`config.mk`:
```
export PLATFORM = sky130hd
export DESIGN_NAME = tcp_timer
export DESIGN_NICKNAME = d
export VERILOG_FILES = /design/src/design/tcp_pkg.sv /design/src/design/tcp_cnt_if.sv /design/src/design/tcp_cmp_chan.sv /design/src/design/tcp_dsm.sv /design/src/design/tcp_timer.sv
export VERILOG_INCLUDE_DIRS = /design/src /design/src/design
export SDC_FILE = /design/constraint.sdc
export NUM_CORES = 1
export LEC_CHECK = 0
export BUFFER_PORTS_ARGS = -buffer_cell sky130_fd_sc_hd__buf_2
export CAP_MARGIN = 20
export CELL_PAD_IN_SITES_DETAIL_PLACEMENT = 1
export CELL_PAD_IN_SITES_GLOBAL_PLACEMENT = 2
export CORE_MARGIN = 1
export CORE_UTILIZATION = 37
export CTS_CLUSTER_DIAMETER = 80
export DETAILED_ROUTE_END_ITERATION = 6
export GPL_TIMING_DRIVEN = 0
export PLACE_DENSITY = 0.85
export SETUP_SLACK_MARGIN = 0.3
export SLEW_MARGIN = 15
export SYNTH_ARGS = -nofsm -noshare
export SYNTH_HDL_FRONTEND = slang
export SYNTH_SLANG_ARGS = --single-unit
```
`constraint.sdc`:
```
create_clock -name clk -period 5.59 [get_ports clk]
set_clock_uncertainty 0.05 [all_clocks]
set_input_delay 0.2795 -clock clk [delete_from_list [all_inputs] [get_ports clk]]
set_output_delay 0.2795 -clock clk [all_outputs]
set_load 0.02 [all_outputs]
```
`src/design/tcp_cfg.svh`:
```
// Constants for the timer compare, PWM and delta-sigma block
`ifndef TCP_CFG_SVH
`define TCP_CFG_SVH
`define TCP_CNT_W 16
`define TCP_CNT_RST 16'h0000
`define TCP_FREE_TOP 16'hffff
`define TCP_PRESC_W 7
`define TCP_PRESC_LIM_1 7'h00
`define TCP_PRESC_LIM_8 7'h07
`define TCP_PRESC_LIM_32 7'h1f
`define TCP_PRESC_LIM_128 7'h7f
`define TCP_N_CH 3
`define TCP_F_WRAP 0
`define TCP_F_CH0 1
`define TCP_F_CH1 2
`define TCP_F_CH2 3
`define TCP_N_FLAG 4
`define TCP_FLAG_RST 4'h0
`define TCP_DSM_SUB_W 3
`define TCP_DSM_LAST_4 3'h3
`define TCP_DSM_LAST_8 3'h7
`define TCP_DSM_LSB_DROP 2
`define TCP_DSM_STEP_SH_4 2
`define TCP_DSM_STEP_SH_8 3
`endif

```
`src/design/tcp_pkg.sv`:
```
// Types shared by the timer compare, PWM and delta-sigma modules
package tcp_pkg;
   typedef enum logic [1:0] {
      TM_SUSP = 2'h0,
      TM_FREE = 2'h1,
      TM_MODU = 2'h2,
      TM_UPDN = 2'h3
   } tcp_tmode_t;
   typedef enum logic [2:0] {
      CM_SET = 3'h0,
      CM_CLR = 3'h1,
      CM_TGL = 3'h2,
      CM_SET_UP = 3'h3,
      CM_CLR_UP = 3'h4,
      CM_SET_TOP = 3'h5,
      CM_CLR_TOP = 3'h6,
      CM_DSM = 3'h7
   } tcp_cmp_t;
   function automatic logic tcp_late_apply(input logic [2:0] mode);
      return (mode > 3'h2);
   endfunction : tcp_late_apply
endpackage : tcp_pkg

```
`src/design/tcp_cnt_if.sv`:
```
// Counter state handed from the timer core to its compare channels
`timescale 1ns/100ps
interface tcp_cnt_if;
   logic [15:0] cnt;
   logic run;
   logic updn;
   logic down;
   logic term;
   modport src (output cnt, output run, output updn, output down, output term);
   modport snk (input cnt, input run, input updn, input down, input term);
endinterface : tcp_cnt_if

```
`src/design/tcp_cmp_chan.sv`:
```
// One output compare channel: pin set, clear, toggle and PWM edges
`timescale 1ns/100ps
module tcp_cmp_chan
   import tcp_pkg::*;
#(
   parameter bit IS_CH0 = 1'b0
) (
   input wire logic clk,
   input wire logic srst,
   tcp_cnt_if.snk cnt,
   input wire logic [15:0] cmp_value,
   input wire logic [2:0] compare_output_mode,
   output logic match,
   output logic pin
);
   logic pin_q;
   logic pin_d;
   logic at_zero;

   assign match = cnt.run && (cnt.cnt == cmp_value);
   assign at_zero = cnt.run && (cnt.cnt == 16'h0000);

   always_comb begin
      pin_d = pin_q;
      unique case (tcp_cmp_t'(compare_output_mode))
         CM_SET: if (match) pin_d = 1'b1;
         CM_CLR: if (match) pin_d = 1'b0;
         CM_TGL: if (match) pin_d = ~pin_q;
         CM_SET_UP: begin
            if (cnt.updn) begin
               if (match) pin_d = ~cnt.down;
            end else begin
               if (at_zero) pin_d = 1'b0;
               if (match) pin_d = 1'b1;
            end
         end
         CM_CLR_UP: begin
            if (cnt.updn) begin
               if (match) pin_d = cnt.down;
            end else begin
               if (at_zero) pin_d = 1'b1;
               if (match) pin_d = 1'b0;
            end
         end
         CM_SET_TOP: begin
            // Channel 0 value is the period here, so the mode does nothing
            if (!IS_CH0) begin
               if (cnt.term) pin_d = 1'b0;
               if (match) pin_d = 1'b1;
            end
         end
         CM_CLR_TOP: begin
            if (!IS_CH0) begin
               if (cnt.term) pin_d = 1'b1;
               if (match) pin_d = 1'b0;
            end
         end
         CM_DSM: pin_d = pin_q;
      endcase
   end

   // Registered pin keeps every edge glitch-free
   always_ff @(posedge clk) begin
      if (srst) pin_q <= 1'b0;
      else pin_q <= pin_d;
   end

   assign pin = pin_q;
endmodule : tcp_cmp_chan

```
`src/design/tcp_dsm.sv`:
```
// Second-order one-bit delta-sigma modulator with interpolator and shaper
`timescale 1ns/100ps
`include "tcp_cfg.svh"
module tcp_dsm
   import tcp_pkg::*;
#(
   parameter int IW = 20
) (
   input wire logic clk,
   input wire logic srst,
   input wire logic enable,
   input wire logic tick,
   input wire logic rate_eighth,
   input wire logic [1:0] interp_shaper_select,
   input wire logic load,
   input wire logic [15:0] sample,
   output logic bit_out
);
   logic [`TCP_DSM_SUB_W-1:0] sub_q, sub_d, last;
   logic signed [15:0] tgt_q, tgt_d, x_q, x_d, diff;
   logic signed [IW-1:0] i1_q, i1_d, i2_q, i2_d, fb, xw;
   logic bit_q, bit_d, out_q, out_d, upd;

   assign last = rate_eighth ? `TCP_DSM_LAST_8 : `TCP_DSM_LAST_4;
   assign upd = tick && (sub_q == last);
   assign diff = tgt_q - x_q;
   assign fb = bit_q ? (IW'(1) <<< 15) : -(IW'(1) <<< 15);
   assign xw = IW'(x_q);

   always_comb begin
      sub_d = sub_q;
      tgt_d = tgt_q;
      x_d = x_q;
      i1_d = i1_q;
      i2_d = i2_q;
      bit_d = bit_q;
      out_d = out_q;
      if (!enable) begin
         sub_d = '0;
         tgt_d = '0;
         x_d = '0;
         i1_d = '0;
         i2_d = '0;
         bit_d = 1'b0;
         out_d = 1'b0;
      end else begin
         if (tick) sub_d = upd ? '0 : sub_q + 1'b1;
         // Low bits forced to zero, leaving 14 signed bits
         if (load) tgt_d = {sample[15:`TCP_DSM_LSB_DROP], 2'h0};
         if (upd) begin
            if (interp_shaper_select[1]) x_d = tgt_q;
            else if (rate_eighth) x_d = x_q + (diff >>> `TCP_DSM_STEP_SH_8);
            else x_d = x_q + (diff >>> `TCP_DSM_STEP_SH_4);
            i1_d = i1_q + xw - fb;
            i2_d = i2_q + i1_q + xw - fb - fb;
            bit_d = ~i2_d[IW-1];
         end
         // Shaper costs swing but gives each bit one rise and one fall
         if (interp_shaper_select[0]) begin
            if (bit_q) out_d = (sub_d != last);
            else out_d = (sub_d == '0);
         end else begin
            out_d = bit_q;
         end
      end
   end

   always_ff @(posedge clk) begin
      if (srst) begin
         sub_q <= '0;
         tgt_q <= '0;
         x_q <= '0;
         i1_q <= '0;
         i2_q <= '0;
         bit_q <= 1'b0;
         out_q <= 1'b0;
      end else begin
         sub_q <= sub_d;
         tgt_q <= tgt_d;
         x_q <= x_d;
         i1_q <= i1_d;
         i2_q <= i2_d;
         bit_q <= bit_d;
         out_q <= out_d;
      end
   end

   assign bit_out = out_q;
endmodule : tcp_dsm

```
`src/design/tcp_timer.sv`:
```
// Timer core: counter, compare values, channels, flags, requests, modulator
//
// Overview of operation
// - once started, equal counter and compare sets, clears or toggles pin glitch-free.
// - low compare byte is buffered until the high byte is written.
// - modes 0-2 apply a new value at once, others when counter is 0x0000.
// - channel 0 ignores modes 5 and 6; channels 1 and 2 support them.
// - a compare match sets that channel's flag.
// - in up/down counting, channel 0 flag sets at 0x0000, not on match.
// - modulo plus mode 5/6 gives edge PWM, period from channel 0 value.
// - free-running plus mode 5/6 gives PWM with fixed period, duty from value.
// - modes 3 and 4 also give PWM in modulo and free-running counting.
// - up/down plus mode 3/4 gives centre-aligned PWM.
// - one shared timer interrupt line serves all timer events.
// - wrap and channel flags set regardless of the mask bits.
// - pending needs a masked flag; request needs pending and enable.
// - setting a mask while its flag is set makes a new request.
// - modulo/free-running: channel flags on compare or capture, wrap at terminal.
// - up/down compare: ch0 and wrap at zero turnaround; capture: wrap only.
// - three DMA trigger pulses, one per channel compare event.
// - modulator updates at 1/4 or 1/8 tick; samples at channel 0 period in modulo counting.
// - first-order interpolator; select 10/11 gives zeroth order; also shaper.
// - modulator starts the moment channel 1 mode becomes 111.
// - samples are signed, two low bits ignored, 14 effective bits.
// - count mode 00 halt, 01 free, 10 modulo, 11 up/down.
// - any write to the counter low byte clears the counter.
`timescale 1ns/100ps
`include "tcp_cfg.svh"
module tcp_timer
   import tcp_pkg::*;
#(
   parameter int DSM_IW = 20
) (
   input wire logic clk,
   input wire logic srst,
   input wire logic tick,
   input wire logic [1:0] timer_mode,
   input wire logic [1:0] prescale_select,
   input wire logic count_low_wr,
   input wire logic [7:0] chan_wdata,
   input wire logic [2:0] channel_value_low_wr,
   input wire logic [2:0] channel_value_high_wr,
   input wire logic [2:0] chan_is_compare,
   input wire logic [2:0] capture_event,
   input wire logic [2:0] compare_output_mode_0,
   input wire logic [2:0] compare_output_mode_1,
   input wire logic [2:0] compare_output_mode_2,
   input wire logic [2:0] channel_irq_mask,
   input wire logic wrap_irq_mask,
   input wire logic timer_irq_enable,
   input wire logic [3:0] flag_clear,
   input wire logic cpu_pending_clear,
   input wire logic dsm_rate_eighth,
   input wire logic [1:0] interp_shaper_select,
   output logic [15:0] count_value,
   output logic [2:0][15:0] channel_value,
   output logic [2:0] chan_pin,
   output logic wrap_flag,
   output logic chan0_flag,
   output logic chan1_flag,
   output logic chan2_flag,
   output logic cpu_timer_pending,
   output logic timer_irq,
   output logic dma_trig_chan0,
   output logic dma_trig_chan1,
   output logic dma_trig_chan2,
   output logic dsm_active
);
   logic [`TCP_PRESC_W-1:0] presc_q, presc_d, presc_lim;
   logic [15:0] cnt_q, cnt_d, top;
   logic down_q, down_d;
   logic step, run, term, zturn, dsm_on, updn;
   tcp_tmode_t tmode;
   logic [2:0][2:0] cmode;
   logic [2:0][7:0] low_q, low_d;
   logic [2:0][15:0] val_q, val_d, act_q, act_d;
   logic [2:0] match, pin_raw;
   logic [3:0] flags_q, flags_d, set_ev, mask_all, masked, masked_q;
   logic pend_q, pend_d, irq_q, irq_d;
   logic [2:0] dma_q, dma_d;
   logic dsm_bit;

   tcp_cnt_if cnt_bus ();

   assign tmode = tcp_tmode_t'(timer_mode);
   assign updn = (tmode == TM_UPDN);
   assign cmode[0] = compare_output_mode_0;
   assign cmode[1] = compare_output_mode_1;
   assign cmode[2] = compare_output_mode_2;
   assign dsm_on = (tcp_cmp_t'(cmode[1]) == CM_DSM);
   assign top = act_q[0];

   always_comb begin
      unique case (prescale_select)
         2'h0: presc_lim = `TCP_PRESC_LIM_1;
         2'h1: presc_lim = `TCP_PRESC_LIM_8;
         2'h2: presc_lim = `TCP_PRESC_LIM_32;
         2'h3: presc_lim = `TCP_PRESC_LIM_128;
      endcase
   end

   // Prescaler is not cleared on a divider change, so the first period under the new limit counts on from the old count
   always_comb begin
      presc_d = presc_q;
      step = 1'b0;
      if (tick) begin
         if (dsm_on || (presc_q >= presc_lim)) begin
            presc_d = '0;
            step = 1'b1;
         end else begin
            presc_d = presc_q + 1'b1;
         end
      end
   end

   always_ff @(posedge clk) begin
      if (srst) presc_q <= '0;
      else presc_q <= presc_d;
   end

   assign run = step && (tmode != TM_SUSP);

   always_comb begin
      cnt_d = cnt_q;
      down_d = down_q;
      term = 1'b0;
      zturn = 1'b0;
      if (count_low_wr) begin
         cnt_d = `TCP_CNT_RST;
         down_d = 1'b0;
      end else if (step) begin
         unique case (tmode)
            TM_SUSP: cnt_d = cnt_q;
            TM_FREE: begin
               if (cnt_q == `TCP_FREE_TOP) begin
                  term = 1'b1;
                  cnt_d = `TCP_CNT_RST;
               end else begin
                  cnt_d = cnt_q + 16'h0001;
               end
            end
            TM_MODU: begin
               if (cnt_q >= top) begin
                  term = 1'b1;
                  cnt_d = `TCP_CNT_RST;
               end else begin
                  cnt_d = cnt_q + 16'h0001;
               end
            end
            TM_UPDN: begin
               if (!down_q) begin
                  if (cnt_q >= top) begin
                     down_d = 1'b1;
                     cnt_d = (cnt_q == 16'h0000) ? cnt_q : cnt_q - 16'h0001;
                  end else begin
                     cnt_d = cnt_q + 16'h0001;
                  end
               end else if (cnt_q == 16'h0000) begin
                  zturn = 1'b1;
                  down_d = 1'b0;
                  cnt_d = (top == 16'h0000) ? cnt_q : 16'h0001;
               end else begin
                  cnt_d = cnt_q - 16'h0001;
               end
            end
         endcase
      end
   end

   always_ff @(posedge clk) begin
      if (srst) begin
         cnt_q <= `TCP_CNT_RST;
         down_q <= 1'b0;
      end else begin
         cnt_q <= cnt_d;
         down_q <= down_d;
      end
   end

   assign cnt_bus.cnt = cnt_q;
   assign cnt_bus.run = run;
   assign cnt_bus.updn = updn;
   assign cnt_bus.down = down_q;
   assign cnt_bus.term = term;

   // Written value is what software reads; the active copy drives compares
   always_comb begin
      low_d = low_q;
      val_d = val_q;
      act_d = act_q;
      for (int i = 0; i < `TCP_N_CH; i++) begin
         if (channel_value_low_wr[i]) low_d[i] = chan_wdata;
         if (channel_value_high_wr[i]) begin
            val_d[i] = {chan_wdata, low_q[i]};
            if (!tcp_late_apply(cmode[i])) act_d[i] = {chan_wdata, low_q[i]};
         end
         if (tcp_late_apply(cmode[i]) && (cnt_q == 16'h0000)) act_d[i] = val_q[i];
      end
   end

   always_ff @(posedge clk) begin
      if (srst) begin
         low_q <= '0;
         val_q <= '0;
         act_q <= '0;
      end else begin
         low_q <= low_d;
         val_q <= val_d;
         act_q <= act_d;
      end
   end

   genvar g;
   generate
      for (g = 0; g < `TCP_N_CH; g++) begin : gen_chan
         tcp_cmp_chan #(
            .IS_CH0(g == 0)
         ) u_chan (
            .clk(clk),
            .srst(srst),
            .cnt(cnt_bus.snk),
            .cmp_value(act_q[g]),
            .compare_output_mode(cmode[g]),
            .match(match[g]),
            .pin(pin_raw[g])
         );
      end
   endgenerate

   tcp_dsm #(
      .IW(DSM_IW)
   ) u_dsm (
      .clk(clk),
      .srst(srst),
      .enable(dsm_on),
      .tick(tick),
      .rate_eighth(dsm_rate_eighth),
      .interp_shaper_select(interp_shaper_select),
      .load(term),
      .sample(act_q[1]),
      .bit_out(dsm_bit)
   );

   always_comb begin
      set_ev[`TCP_F_WRAP] = updn ? zturn : term;
      if (chan_is_compare[0]) set_ev[`TCP_F_CH0] = updn ? zturn : match[0];
      else set_ev[`TCP_F_CH0] = capture_event[0];
      for (int i = 1; i < `TCP_N_CH; i++) begin
         set_ev[`TCP_F_CH0 + i] = chan_is_compare[i] ? match[i] : capture_event[i];
      end
   end

   assign mask_all = {channel_irq_mask, wrap_irq_mask};
   assign masked = flags_q & mask_all;

   // Set beats a clear in the same cycle so no event is dropped
   always_comb begin
      flags_d = (flags_q & ~flag_clear) | set_ev;
      pend_d = (pend_q & ~cpu_pending_clear) | (|(masked & ~masked_q));
      irq_d = pend_d && timer_irq_enable;
      dma_d = match & chan_is_compare;
   end

   always_ff @(posedge clk) begin
      if (srst) begin
         flags_q <= `TCP_FLAG_RST;
         masked_q <= 4'h0;
         pend_q <= 1'b0;
         irq_q <= 1'b0;
         dma_q <= 3'h0;
      end else begin
         flags_q <= flags_d;
         masked_q <= masked;
         pend_q <= pend_d;
         irq_q <= irq_d;
         dma_q <= dma_d;
      end
   end

   assign count_value = cnt_q;
   assign channel_value = val_q;
   assign chan_pin = {pin_raw[2], dsm_on ? dsm_bit : pin_raw[1], pin_raw[0]};
   assign wrap_flag = flags_q[`TCP_F_WRAP];
   assign chan0_flag = flags_q[`TCP_F_CH0];
   assign chan1_flag = flags_q[`TCP_F_CH1];
   assign chan2_flag = flags_q[`TCP_F_CH2];
   assign cpu_timer_pending = pend_q;
   assign timer_irq = irq_q;
   assign dma_trig_chan0 = dma_q[0];
   assign dma_trig_chan1 = dma_q[1];
   assign dma_trig_chan2 = dma_q[2];
   assign dsm_active = dsm_on;
endmodule : tcp_timer

```
Word-level counts from Yosys, hierarchy flattened:

Cells that the tools add are included.

* output and inout bits: 77
* bits of input ports: 50
* logic and storage cells: 243
* register bits after elaboration: 235

* add/subtract/negate cells: 13
* bitwise operators: 18
* muxes and demuxes: 85
* $lt $le $gt $ge: 5
* reductions and logical operators: 35
* eq/ne operators: 60

Operators by type and width (count)
* 16-bit two-way mux: 18
* 20-bit subtractor: 3
* 1-bit two-way mux: 55
* 16-bit == test: 3
* 16-bit one-hot mux with 3 select lines: 1
* 3-bit by 2-bit inequality test with 1-bit output, second input constant: 14
* 20-bit by 16-bit adder with 20-bit output: 2
* 16-bit logical NOT: 2
* 7-bit one-hot mux with 4 select lines: 1
* 3-bit == test, second input constant: 9
* 2-bit by 1-bit inequality test with 1-bit output, second input constant: 12
* 20-bit adder: 1
* 20-bit two-way mux: 1
* 10-bit AND reduction: 2
* 3-bit by 2-bit == test with 1-bit output, second input constant: 6
* 16-bit by 1-bit adder with 16-bit output, second input constant: 1
* 16-bit by 13-bit adder with 16-bit output: 1
* 16-bit by 14-bit adder with 16-bit output: 1
* 16-bit == test, second input constant: 1
* 16-bit >= comparator: 1
* 16-bit by 1-bit subtractor with 16-bit output, second input constant: 1
* 16-bit subtractor: 1
* 1-bit one-hot mux with 7 select lines: 2
* 4-bit bitwise AND: 3
* other kinds (32): 74

Depth between registers and ports, before layout:

Gate-level depths: netlist of the first run.

* word-level depth: 12
* gate-level depth with buffers: 19
* mapped depth without buffers: 19

Modules after synthesis:

Synthesis of the first run repeated with hierarchy kept, for this count alone.

* cells, all modules: 1918
* area total of the unflattened synthesis: 15906.5 um^2

By module, submodules not included
* tcp_timer: sequential area each 3143.0 um^2, area an instance 7516.0 um^2, cells each 865, instances 1
* tcp_dsm: sequential area each 1501.4 um^2, area an instance 7125.6 um^2, cells each 895, instances 1
* tcp_cmp_chan (gen_chan[1].u_chan ...): sequential area each 20.0 um^2, area an instance 426.7 um^2, cells each 53, instances 2
* tcp_cmp_chan (gen_chan[0].u_chan): sequential area each 20.0 um^2, area an instance 411.6 um^2, cells each 52, instances 1

Worst setup path after synthesis of the first run:

OpenSTA, ideal clock, no wires.

* path kind: reg2reg
* start point: register u_dsm.x_q[3]
* end point: register u_dsm.x_q[15]
* data required time: 5.466 ns
* setup slack: 1.662 ns
* arrival time: 3.804 ns
* path buffers: 0
* cell stages (with the launch flop): 20
* clock period less this slack: 3.928 ns
* setup time: 0.074 ns
* cell sequence: dfxtp_1 inv_1 ha_1 a21oi_1 a21oi_1 o2111ai_1 a31oi_1 o21ai_0 nor2b_1 xnor2_1 a21oi_1 ha_1 and4_1 nand2_1 a211oi_1 nor2_1 a21oi_1 xnor2_1 or3_1 a31oi_1

* word-level cells in the longest chain between the ends: 4
* elaborated cells on any way between the ends: 5
* those cells by class: 3 x add/sub; 2 x mux

RTL lines
* start, declared: line tcp_dsm.sv:20 `logic signed [15:0] tgt_q, tgt_d, x_q, x_d, diff;`
* start signal, assigned: line tcp_dsm.sv:72 `x_q <= '0;`
* start signal, assigned: line tcp_dsm.sv:80 `x_q <= x_d;`
* 16-bit subtractor: line tcp_dsm.sv:26 `assign diff = tgt_q - x_q;`
* 16-bit by 14-bit adder with 16-bit output / 16-bit by 13-bit adder with 16-bit output (equally long branches): line tcp_dsm.sv:53, tcp_dsm.sv:52
* 16-bit two-way mux (*): line tcp_dsm.sv:52 `` else if (rate_eighth) x_d = x_q + (diff >>> `TCP_DSM_STEP_SH_8); ``
* 16-bit two-way mux (*): line tcp_dsm.sv:51 `if (interp_shaper_select[1]) x_d = tgt_q;`

Mark *: on every way between the ends. The rest lies on a longest branch, timed or not.
A chain may end at the register's enable or synchronous reset.

Final worst setup path of the first run:

Same ends and word-level chain as after synthesis.

==> results of run 1 <==
==> metal layers <==
layer,part of all wire,vias up,routed length (um)
met2,0.47,320,25200
met3,0.045,107,2400
met1,0.45,7001,23800
li1,-,7020,-
met4,0.033,4,1730
met5,0.00049,-,26
==> cell type report <==
| class | instances | area share |
|---|---|---|
| well taps | 532 | 0.0373 |
| diodes | 1 | 0.000140 |
| flip-flops and latches | 235 | 0.264 |
| plain buffers | 105 | 0.0243 |
| repair buffers | 126 | 0.0398 |
| clock buffers | 42 | 0.0474 |
| multi-input cells | 1402 | 0.545 |
| clock inverters | 12 | 0.00848 |
| inverters | 163 | 0.0343 |
==> per-stage QoR <==
| stage | instances | setup slack, ps | hold slack [ps] | area, sq um |
|---|---|---|---|---|
| final | 2618 | 766 | 26.6 | 17800 |
| after floorplan | 1905 | 1660 | 351 | 15500 |
| after detailed placement | 2547 | 706 | 397 | 16700 |
| after CTS | 2617 | 623 | 3.54 | 17800 |
| after global placement | 2546 | 780 | 388 | 16700 |
| after global routing | 2617 | 306 | 32.2 | 17800 |
==> kinds of logic (layout without fill, tap and decap cells) <==
logic type      after synthesis  in the layout  share of synthesized area
fa+ha+maj                   154            154                      0.137
other cells                   0              1                          0
compound gates              466            466                      0.197
mux                          93             93                     0.0603
buf+inv                     268            448                     0.0676
flops                       235            235                      0.304
xor+xnor                     90             90                     0.0510
simple gates                599            599                      0.183
==> sequential cells by signal, indices dropped and copies added, names as in the netlist, 14 cells and up <==
signal,flops
low_q,24
u_dsm.i2_q,20
top,16
channel_value,48
u_dsm.x_q,16
u_dsm.i1_q,20
act_q,32
u_dsm.tgt_q,14
count_value,16
==> synth_stat cells (all sizes together), types with 28 or more instances <==
cell type / number / area [sq um]
ha: 128 / 1600
xnor2: 71 / 622
nand2: 166 / 626
o21ai: 62 / 314
nand3: 48 / 240
nand4: 28 / 175
clkbuf: 79 / 297
a21oi: 160 / 805
nor3: 41 / 216
inv: 163 / 612
nor2: 186 / 698
a22oi: 49 / 368
mux2i: 91 / 911
a211oi: 33 / 263
dfxtp: 235 / 4700
==> timing repair <==
action                     4_1_cts  5_1_grt
hold endpoints to repair        13        0
hold buffers                    16        0
setup endpoints to repair        0        2
gates resized for setup          0        2
==> power breakdown <==
group	switching, mW	internal, mW	total, mW	leakage (nW)
Sequential	0.0461	1.72	1.77	1.91
Clock	0.821	1.15	1.97	0.488
Combinational	0.303	0.153	0.455	5.08
==> cell usage in the layout, fill, tap and decap left out, drive strengths merged, types with 6 or more instances in the layout <==
master,count
nor2,186
clkbuf,121
nor4,16
o21ai,62
a21o,26
a22oi,49
o21a,16
a211o,9
o22ai,8
or2,11
clkinv,7
fa,26
and2,10
or3,15
buf,136
nand4,28
xor2,19
o31ai,12
o211ai,10
mux2i,91
a311oi,6
nand2b,24
dfxtp,235
xnor2,71
a211oi,33
o211a,8
a21oi,160
nor2b,17
nand2,166
nand3,48
nor3,41
a31oi,19
a2111oi,6
inv,165
ha,128
and3,14
dlygate4sd3,16
==> worst paths after layout <==
check | startpoint | endpoint | slack, ps
setup reg to reg | u_dsm.x_q[3]$_SDFFE_PP0P_ | u_dsm.x_q[15]$_SDFFE_PP0P_ | 770
hold / removal | interp_shaper_select[0] | u_dsm.bit_out$_SDFF_PP0_ | 30
hold reg to reg | u_dsm.i1_q[7]$_SDFFE_PP0P_ | u_dsm.i1_q[7]$_SDFFE_PP0P_ | 400
setup / recovery | u_dsm.x_q[3]$_SDFFE_PP0P_ | u_dsm.x_q[15]$_SDFFE_PP0P_ | 770
==> worst register-to-register path, cell delays in order (launching register included) <==
cell	delay, ps
dfxtp_1	420
inv_1	140
ha_1	420
a21oi_1	300
a21oi_1	160
o2111ai_1	330
a31oi_1	210
o21ai_1	220
nor2b_1	270
xnor2_1	150
a21oi_1	90
ha_1	370
and4_1	260
nand2_1	90
a211oi_1	420
nor2_1	100
a21oi_1	170
xnor2_1	90
or3_1	310
a31oi_1	160
==> impl_metrics.csv, run 1 <==
group,metric,value,unit
run_status,status,"complete, but fails checks",
run_status,violations,"design-rule violations",
setup_path,required,6050,ps
route,drc,2,
sta,fmax,207,MHz
power,peakVddDrop,235,uV
layout,regArea,0.00470,sq mm
route,avgViaCountPerCell,5.52,
clock_tree,cts_tree,"yes",
setup_path,max_stage_delay,420,ps
clock_tree,clockRootBuffer,"clkbuf_16",
grt,grt_busiest_layer,"met2",
route,ant_nets,0,
floorplan,dieArea,0.0426,sq mm
logic_synthesis,synth_cell_types,83,
logic_synthesis,synth-edff-count,0,
grt,antenna_found_initial,3,
sta,slew_viol_final,0,
power,leakagePower,7.48,nW
power,pwr_density_cell,235,mW/mm^2
logic_synthesis,seq_area_frac_synth,0.304,
grt,grt_util_met3,0.0415,
route,drtPass1Iterations,7,
place,gp_congestion,0.898,
setup_path,crit_path_cell_trace,"inv_1 > ha_1 > a21oi_1 > a21oi_1 > o2111ai_1 > a31oi_1 > o21ai_1 > nor2b_1 > xnor2_1 > a21oi_1 > ha_1 > and4_1 > nand2_1 > a211oi_1 > nor2_1 > a21oi_1 > xnor2_1 > or3_1 > a31oi_1",
logic_synthesis,syn_avg_cell_area,8.12,sq um
layout,postLayoutCoreUtil,0.435,
clock_tree,clkSinkCount,235,
logic_synthesis,netlist_area,0.0155,sq mm
setup_path,worstPathArrival,5280,ps
sta,worst_pin_slew,1040,ps
floorplan,die_y,206,um
hold_path,min_path_type,"input port to flip-flop",
setup_path,critPathLaunchType,"flip-flop",
clock_tree,cts_htree_levels,1,
sta,rsz0062_at_grt,"false",
place,io_buffers,109,
layout,drive_above_1_share,0.0964,
floorplan,ioPinCount,127,
sta,setup_tns,0,ps
route,wl_per_cell,20.3,um
route,drt_iter0_drc,611,
setup_path,path_buf_inv,1,
setup_path,crit_family,"compound AO/OA/AOI/OAI gates",
setup_path,cp_slowest_cell,"dfxtp_1",
setup_path,crit_fanout,7,
power,finalPower,4.20,mW
setup_path,ff2ff_path_depth,19,
logic_synthesis,synth-seq-cells,235,
sta,fin_crit,4820,ps
route,wl,53.1,mm
floorplan,rows,74,
sta,setup_violations,0,
logic_synthesis,syn-instance-count,1905,
layout,fillers,4999,
setup_path,cp.depth,19,
grt,overflow,0,
grt,grt_pass1_vias,14987,
logic_synthesis,syn-num-nets,2109,
sta,relSlewSlack,0.298,
logic_synthesis,ys_async_sr_fraction,0,
place,dp_hpwl,41.2,mm
grt,grt.met2_usage,0.430,
logic_synthesis,synth_ff_type,"dfxtp_1",
floorplan,die_x,206,um
floorplan,core,0.0410,sq mm
route,vias,14452,
floorplan,start_util,0.377,
grt,grt_pass1_wl,82.5,mm
grt,grtUsageTotal,0.249,
layout,multi_input_area,0.00972,sq mm
grt,grt_use_met1,0.311,
hold_path,min_path_cells,4,
sta,finalHoldViolCount,0,
grt,grt_start_max_net_pins,17,
setup_path,path_common_cell,"a21oi_1",
logic_synthesis,yosys_warnings,0,
clock_tree,numCtsBuffers,30,
setup_path,critPathCaptureType,"flip-flop",
layout,final_nets,2267,
sta,fin_crit_sh,0.863,
job,drv_cap,0,
clock_tree,post_cts_buffers,0,
clock_tree,worstSkewPairLatency,600,ps
clock_tree,clockBufferDepth,3,
layout,area_delta_synth_final,15.4,%
setup_path,crit_type,"flip-flop to flip-flop",
clock_tree,clk_pin_slew,60,ps
(Power assumes the default switching activity.)
==> inputs of run 2 (changes only) <==
--- a/config.mk
+++ b/config.mk
@@ -9,9 +9,9 @@
 export BUFFER_PORTS_ARGS = -buffer_cell sky130_fd_sc_hd__buf_2
 export CAP_MARGIN = 20
 export CELL_PAD_IN_SITES_DETAIL_PLACEMENT = 1
-export CELL_PAD_IN_SITES_GLOBAL_PLACEMENT = 2
+export CELL_PAD_IN_SITES_GLOBAL_PLACEMENT = 1
 export CORE_MARGIN = 1
-export CORE_UTILIZATION = 37
+export CORE_UTILIZATION = 46
 export CTS_CLUSTER_DIAMETER = 80
 export DETAILED_ROUTE_END_ITERATION = 6
 export GPL_TIMING_DRIVEN = 0
==> impl_metrics.csv, run 2 (same netlist as run 1, synthesis figures left out) <==
group,metric,value,unit
run_status,status,"finished clean",
setup_path,ff2ff_path_depth,19,
sta,relSlewSlack,0.288,
setup_path,timing.rr.start,"u_dsm.x_q[3]$_SDFFE_PP0P_",
route,drc,0,
layout,fillers,4039,
setup_path,crit_type,"flip-flop to flip-flop",
setup_path,required,6000,ps
grt,overflow,0,
setup_path,cp_slowest_cell,"dfxtp_1",
place,dp_hpwl,40.2,mm
layout,largest_reg_flops,48,
sta,setup_violations,0,
setup_path,crit_path_cell_trace,"inv_1 > ha_1 > a21oi_1 > a21oi_1 > o2111ai_1 > a31oi_2 > o21ai_0 > nor2b_1 > xnor2_1 > a21oi_1 > ha_1 > and4_1 > nand2_1 > a211oi_1 > nor2_1 > a21oi_1 > xnor2_1 > or3_1 > a31oi_1",
layout,final_common_cell,"dfxtp_1",
clock_tree,clockRootBuffer,"clkbuf_16",
clock_tree,cts_htree_levels,1,
clock_tree,numCtsBuffers,28,
sta,fmax,203,MHz
setup_path,max_stage_delay,440,ps
grt,grt_start_max_net_pins,17,
setup_path,worstPathArrival,5330,ps
setup_path,r2r_end,"u_dsm.x_q[15]$_SDFFE_PP0P_",
route,vias,14940,
floorplan,start_util,0.472,
sta,slew_viol_final,0,
clock_tree,clockBufferDepth,3,
floorplan,die_x,185,um
layout,drive_above_1_share,0.0948,
power,peakVddDrop,253,uV
layout,postLayoutCoreUtil,0.538,
sta,fin_crit,4920,ps
route,ant_nets,0,
setup_path,crit_fanout,7,
clock_tree,cts_tree,"yes",
place,gp_congestion,0.934,
floorplan,core,0.0328,sq mm
grt,grt_busiest_layer,"met2",
grt,grtUsageTotal,0.316,
place,io_buffers,109,
route,wl,54.3,mm
grt,grt.met2_usage,0.577,
hold_path,hold_start,"capture_event[0]",
route,drt_iter0_drc,716,
hold_path,min_path_type,"input port to flip-flop",
layout,area_delta_synth_final,14.1,%
sta,setup_tns,0,ps
layout,final_nets,2262,
floorplan,ioPinCount,127,
hold_path,hold_end,"flags_q[1]$_SDFF_PP0_",
route,drtPass1Iterations,7,
power,pwr_density_cell,233,mW/mm^2
setup_path,cp.depth,19,
grt,grt_pass1_vias,15730,
sta,finalHoldViolCount,0,
floorplan,rows,66,
clock_tree,clk_pin_slew,60,ps
layout,layout_common_cells,"235 x dfxtp_1, 186 x nor2_1, 165 x nand2_1, 163 x inv_1, 159 x a21oi_1",
clock_tree,clkSinkCount,235,
sta,worst_pin_slew,1060,ps
setup_path,cp-startpoint,"u_dsm.x_q[3]$_SDFFE_PP0P_",
setup_path,path_common_cell,"a21oi_1",
floorplan,die_y,185,um
route,wl_per_cell,21.5,um
setup_path,crit_family,"compound AO/OA/AOI/OAI gates",
sta,rsz0062_at_grt,"false",
hold_path,min_path_cells,3,
grt,antenna_found_initial,3,
route,avgViaCountPerCell,5.93,
grt,grt_use_met1,0.371,
sta,fin_crit_sh,0.879,
setup_path,path_buf_inv,1,
job,drv_cap,0,
setup_path,regToRegSetupSlack,670,ps
power,leakagePower,7.43,nW
grt,grt_pass1_wl,84.9,mm
grt,grt_util_met3,0.0421,
floorplan,dieArea,0.0344,sq mm
setup_path,critPathCaptureType,"flip-flop",
clock_tree,worstSkewPairLatency,580,ps
setup_path,critPathLaunchType,"flip-flop",
## run 2: power breakdown
part | leakage (nW) | internal, mW | switching, mW | total, mW
Clock | 0.454 | 1.09 | 0.789 | 1.88
Sequential | 1.91 | 1.72 | 0.0495 | 1.77
Combinational | 5.07 | 0.151 | 0.312 | 0.463
## run 2: layout make-up
class	count	area (sq um)	area share
Multi-Input combinational cell	1402	9740	0.552
Sequential cell	235	4700	0.267
Clock buffer	37	754	0.0427
Timing Repair Buffer	123	686	0.0388
Inverter	163	612	0.0347
Tap cell	442	553	0.0313
Buffer	105	434	0.0246
Clock inverter	12	168	0.00950
Antenna cell	1	2.50	0.000142
## run 2: how the worst max path moves through the flow
| stage | end |
|---|---|
| floorplan | u_dsm.x_q[15]$_SDFFE_PP0P_ |
| global route | u_dsm.x_q[14]$_SDFFE_PP0P_ |
| global placement | u_dsm.x_q[14]$_SDFFE_PP0P_ |
| detailed placement | u_dsm.x_q[14]$_SDFFE_PP0P_ |
| CTS | u_dsm.x_q[14]$_SDFFE_PP0P_ |
| finish | u_dsm.x_q[15]$_SDFFE_PP0P_ |
## run 2: worst reg2reg max path: stages, from the launching register on
cell       delay, ps
dfxtp_1          440
inv_1            150
ha_1             410
a21oi_1          260
a21oi_1          180
o2111ai_1        360
a31oi_2          180
o21ai_0          300
nor2b_1          290
xnor2_1          150
a21oi_1           90
ha_1             380
and4_1           260
nand2_1           90
a211oi_1         380
nor2_1           110
a21oi_1          200
xnor2_1          110
or3_1            330
a31oi_1          160
## run 2: per-layer routing
layer  vias to the layer above  part of all wire
met3                       138             0.050
met1                      7329              0.42
met4                         4             0.039
li1                       6998                 -
met5                         -           0.00039
met2                       471              0.49
## run 2: per-stage QoR
| step | instances | hold WS [ps] | total power [mW] | worst slack (ps) | cell area, sq um |
|---|---|---|---|---|---|
| 2_1_floorplan | 1905 | 351 | 2.08 | 1660 | 15500 |
| 3_3_place_gp | 2456 | 389 | 2.22 | 901 | 16600 |
| 3_5_place_dp | 2456 | 397 | 2.24 | 755 | 16600 |
| 4_1_cts | 2519 | 21.9 | 4.10 | 651 | 17600 |
| 5_1_grt | 2520 | 60.0 | 4.22 | 325 | 17600 |
| 6_report | 2520 | 51.8 | 4.12 | 675 | 17600 |
## run 2: timing repair
action | in CTS | in global routing
buffers inserted | 0 | 0
setup endpoints to repair | 0 | 2
hold buffers | 14 | 0
hold endpoints to repair | 12 | 0
gates resized for setup | 0 | 3
==> inputs of run 3 (changes only) <==
--- a/config.mk
+++ b/config.mk
@@ -10,7 +10,7 @@
 export CAP_MARGIN = 20
 export CELL_PAD_IN_SITES_DETAIL_PLACEMENT = 1
 export CELL_PAD_IN_SITES_GLOBAL_PLACEMENT = 1
-export CORE_MARGIN = 1
+export CORE_MARGIN = 3
 export CORE_UTILIZATION = 46
 export CTS_CLUSTER_DIAMETER = 80
 export DETAILED_ROUTE_END_ITERATION = 6
==> impl_metrics.csv, run 3 (same netlist as run 1, synthesis figures left out) <==
group,metric,value,unit
sta,rsz0062_at_grt,"false",
sta,fin_crit,4820,ps
setup_path,crit_type,"flip-flop to flip-flop",
place,dp_hpwl,41.2,mm
setup_path,cp_slowest_cell,"a2111oi_0",
setup_path,max_stage_delay,470,ps
clock_tree,clockRootBuffer,"clkbuf_16",
clock_tree,clockBufferDepth,3,
sta,finalHoldViolCount,0,
sta,relSlewSlack,0.187,
route,drtPass1Iterations,5,
route,avgViaCountPerCell,5.93,
setup_path,worstPathArrival,5250,ps
floorplan,dieArea,0.0359,sq mm
floorplan,die_y,189,um
run_status,status,"finished clean",
sta,setup_violations,0,
setup_path,regToRegSetupSlack,770,ps
clock_tree,clkSinkCount,235,
clock_tree,cts_tree,"yes",
route,ant_nets,0,
floorplan,core,0.0329,sq mm
floorplan,start_util,0.471,
grt,grt_start_max_net_pins,15,
sta,fin_crit_sh,0.862,
hold_path,min_path_cells,2,
sta,slew_viol_final,0,
grt,grtUsageTotal,0.301,
setup_path,crit_path_cell_trace,"inv_1 > ha_1 > a21oi_1 > a21oi_1 > o2111ai_1 > a31oi_1 > o21ai_1 > nor2b_1 > xnor2_1 > a21oi_1 > ha_1 > and4_1 > nand2_1 > a211oi_2 > o21ai_0 > a2111oi_0 > nor3_1 > a21oi_1",
layout,layout_common_cells,"235 x dfxtp_1, 186 x nor2_1, 165 x nand2_1, 163 x inv_1, 159 x a21oi_1",
route,wl_per_cell,21.8,um
floorplan,rows,66,
layout,final_common_cell,"dfxtp_1",
sta,fmax,208,MHz
clock_tree,numCtsBuffers,27,
grt,overflow,0,
grt,antenna_found_initial,4,
setup_path,critPathCaptureType,"flip-flop",
power,leakagePower,7.43,nW
setup_path,path_common_cell,"a21oi_1",
setup_path,critPathLaunchType,"flip-flop",
clock_tree,clk_pin_slew,60,ps
job,drv_cap,0,
sta,setup_tns,0,ps
floorplan,ioPinCount,127,
power,pwr_density_cell,232,mW/mm^2
grt,grt_pass1_wl,87.4,mm
setup_path,crit_fanout,7,
layout,final_nets,2261,
route,wl,54.9,mm
sta,whs,26.6,ps
layout,area_delta_synth_final,14.0,%
clock_tree,post_cts_buffers,0,
sta,worst_pin_slew,1210,ps
hold_path,min_path_type,"input port to flip-flop",
floorplan,die_x,189,um
layout,drive_above_1_share,0.0959,
power,peakVddDrop,250,uV
place,gp_congestion,0.933,
clock_tree,cts_htree_levels,1,
route,drc,0,
grt,grt_pass1_vias,15910,
setup_path,required,6020,ps
route,vias,14932,
layout,largest_reg_flops,48,
place,io_buffers,109,
setup_path,ff2ff_path_depth,18,
route,drt_iter0_drc,799,
clock_tree,worstSkewPairLatency,560,ps
-- run 3: cell count changes in the layout (fill, tap and decap cells not counted), moves of 2 or more --
cell	previous run	this run
clkbuf_8	2	9
clkinv_2	6	4
inv_6	2	0
clkbuf_1	86	83
-- run 3: repair_timing --
item / 4_1_cts / 5_1_grt
resized for setup: 0 / 3
hold endpoints to repair: 11 / 0
hold buffers: 13 / 0
endpoints found under the setup margin: 0 / 2
-- run 3: path summary, 6_finish.rpt --
check | from | to
setup / recovery | u_dsm.x_q[3]$_SDFFE_PP0P_ | u_dsm.x_q[14]$_SDFFE_PP0P_
hold / removal | chan_is_compare[0] | dma_q[0]$_SDFF_PP0_
setup reg to reg | u_dsm.x_q[3]$_SDFFE_PP0P_ | u_dsm.x_q[14]$_SDFFE_PP0P_
hold reg to reg | u_dsm.i1_q[8]$_SDFFE_PP0P_ | u_dsm.i1_q[8]$_SDFFE_PP0P_
-- run 3: power by group --
part | total, mW | switching [mW] | leakage [nW] | internal [mW]
registers | 1.77 | 0.0491 | 1.91 | 1.72
logic | 0.462 | 0.311 | 5.06 | 0.151
clock network | 1.85 | 0.754 | 0.456 | 1.10
total | 4.09 | 1.11 | 7.43 | 2.97
-- run 3: area by class of cell --
cell class,count,area [sq um]
inverters,163,612
diodes,1,2.50
clock inverters,8,108
fillers,4020,15200
plain buffers,105,434
flip-flops and latches,235,4700
well taps,442,553
multi-input cells,1402,9730
clock buffers,40,815
repair buffers,123,681
-- run 3: critical path: cells and delay by family (launching register included) --
kind,cells,cell delay (ps)
xor gates and xnor gates,1,150
and+or+nand+nor,4,750
buffers and inverters,1,160
AOI/OAI and AO/OA,10,2400
DFF,1,440
adders and majority gates,2,790
-- run 3: per-stage QoR --
step / power, mW / utilization / cells / worst slack [ps] / area, sq um
after detailed placement: 2.24 / 0.504 / 2456 / 758 / 16600
final: 4.09 / 0.537 / 2519 / 772 / 17600
after floorplan: 2.08 / - / 1905 / 1660 / 15500
after CTS: 4.10 / 0.536 / 2517 / 638 / 17600
after global routing: 4.21 / 0.537 / 2518 / 394 / 17600
after global placement: 2.22 / 0.504 / 2456 / 884 / 16600
-- run 3: routing by layer --
metal,routed length (um),track usage,up-vias
met5,34,0,-
met4,2040,0.104,4
met3,2960,0.0483,135
met2,26600,0.538,474
met1,23200,0.367,7318
li1,-,-,7001
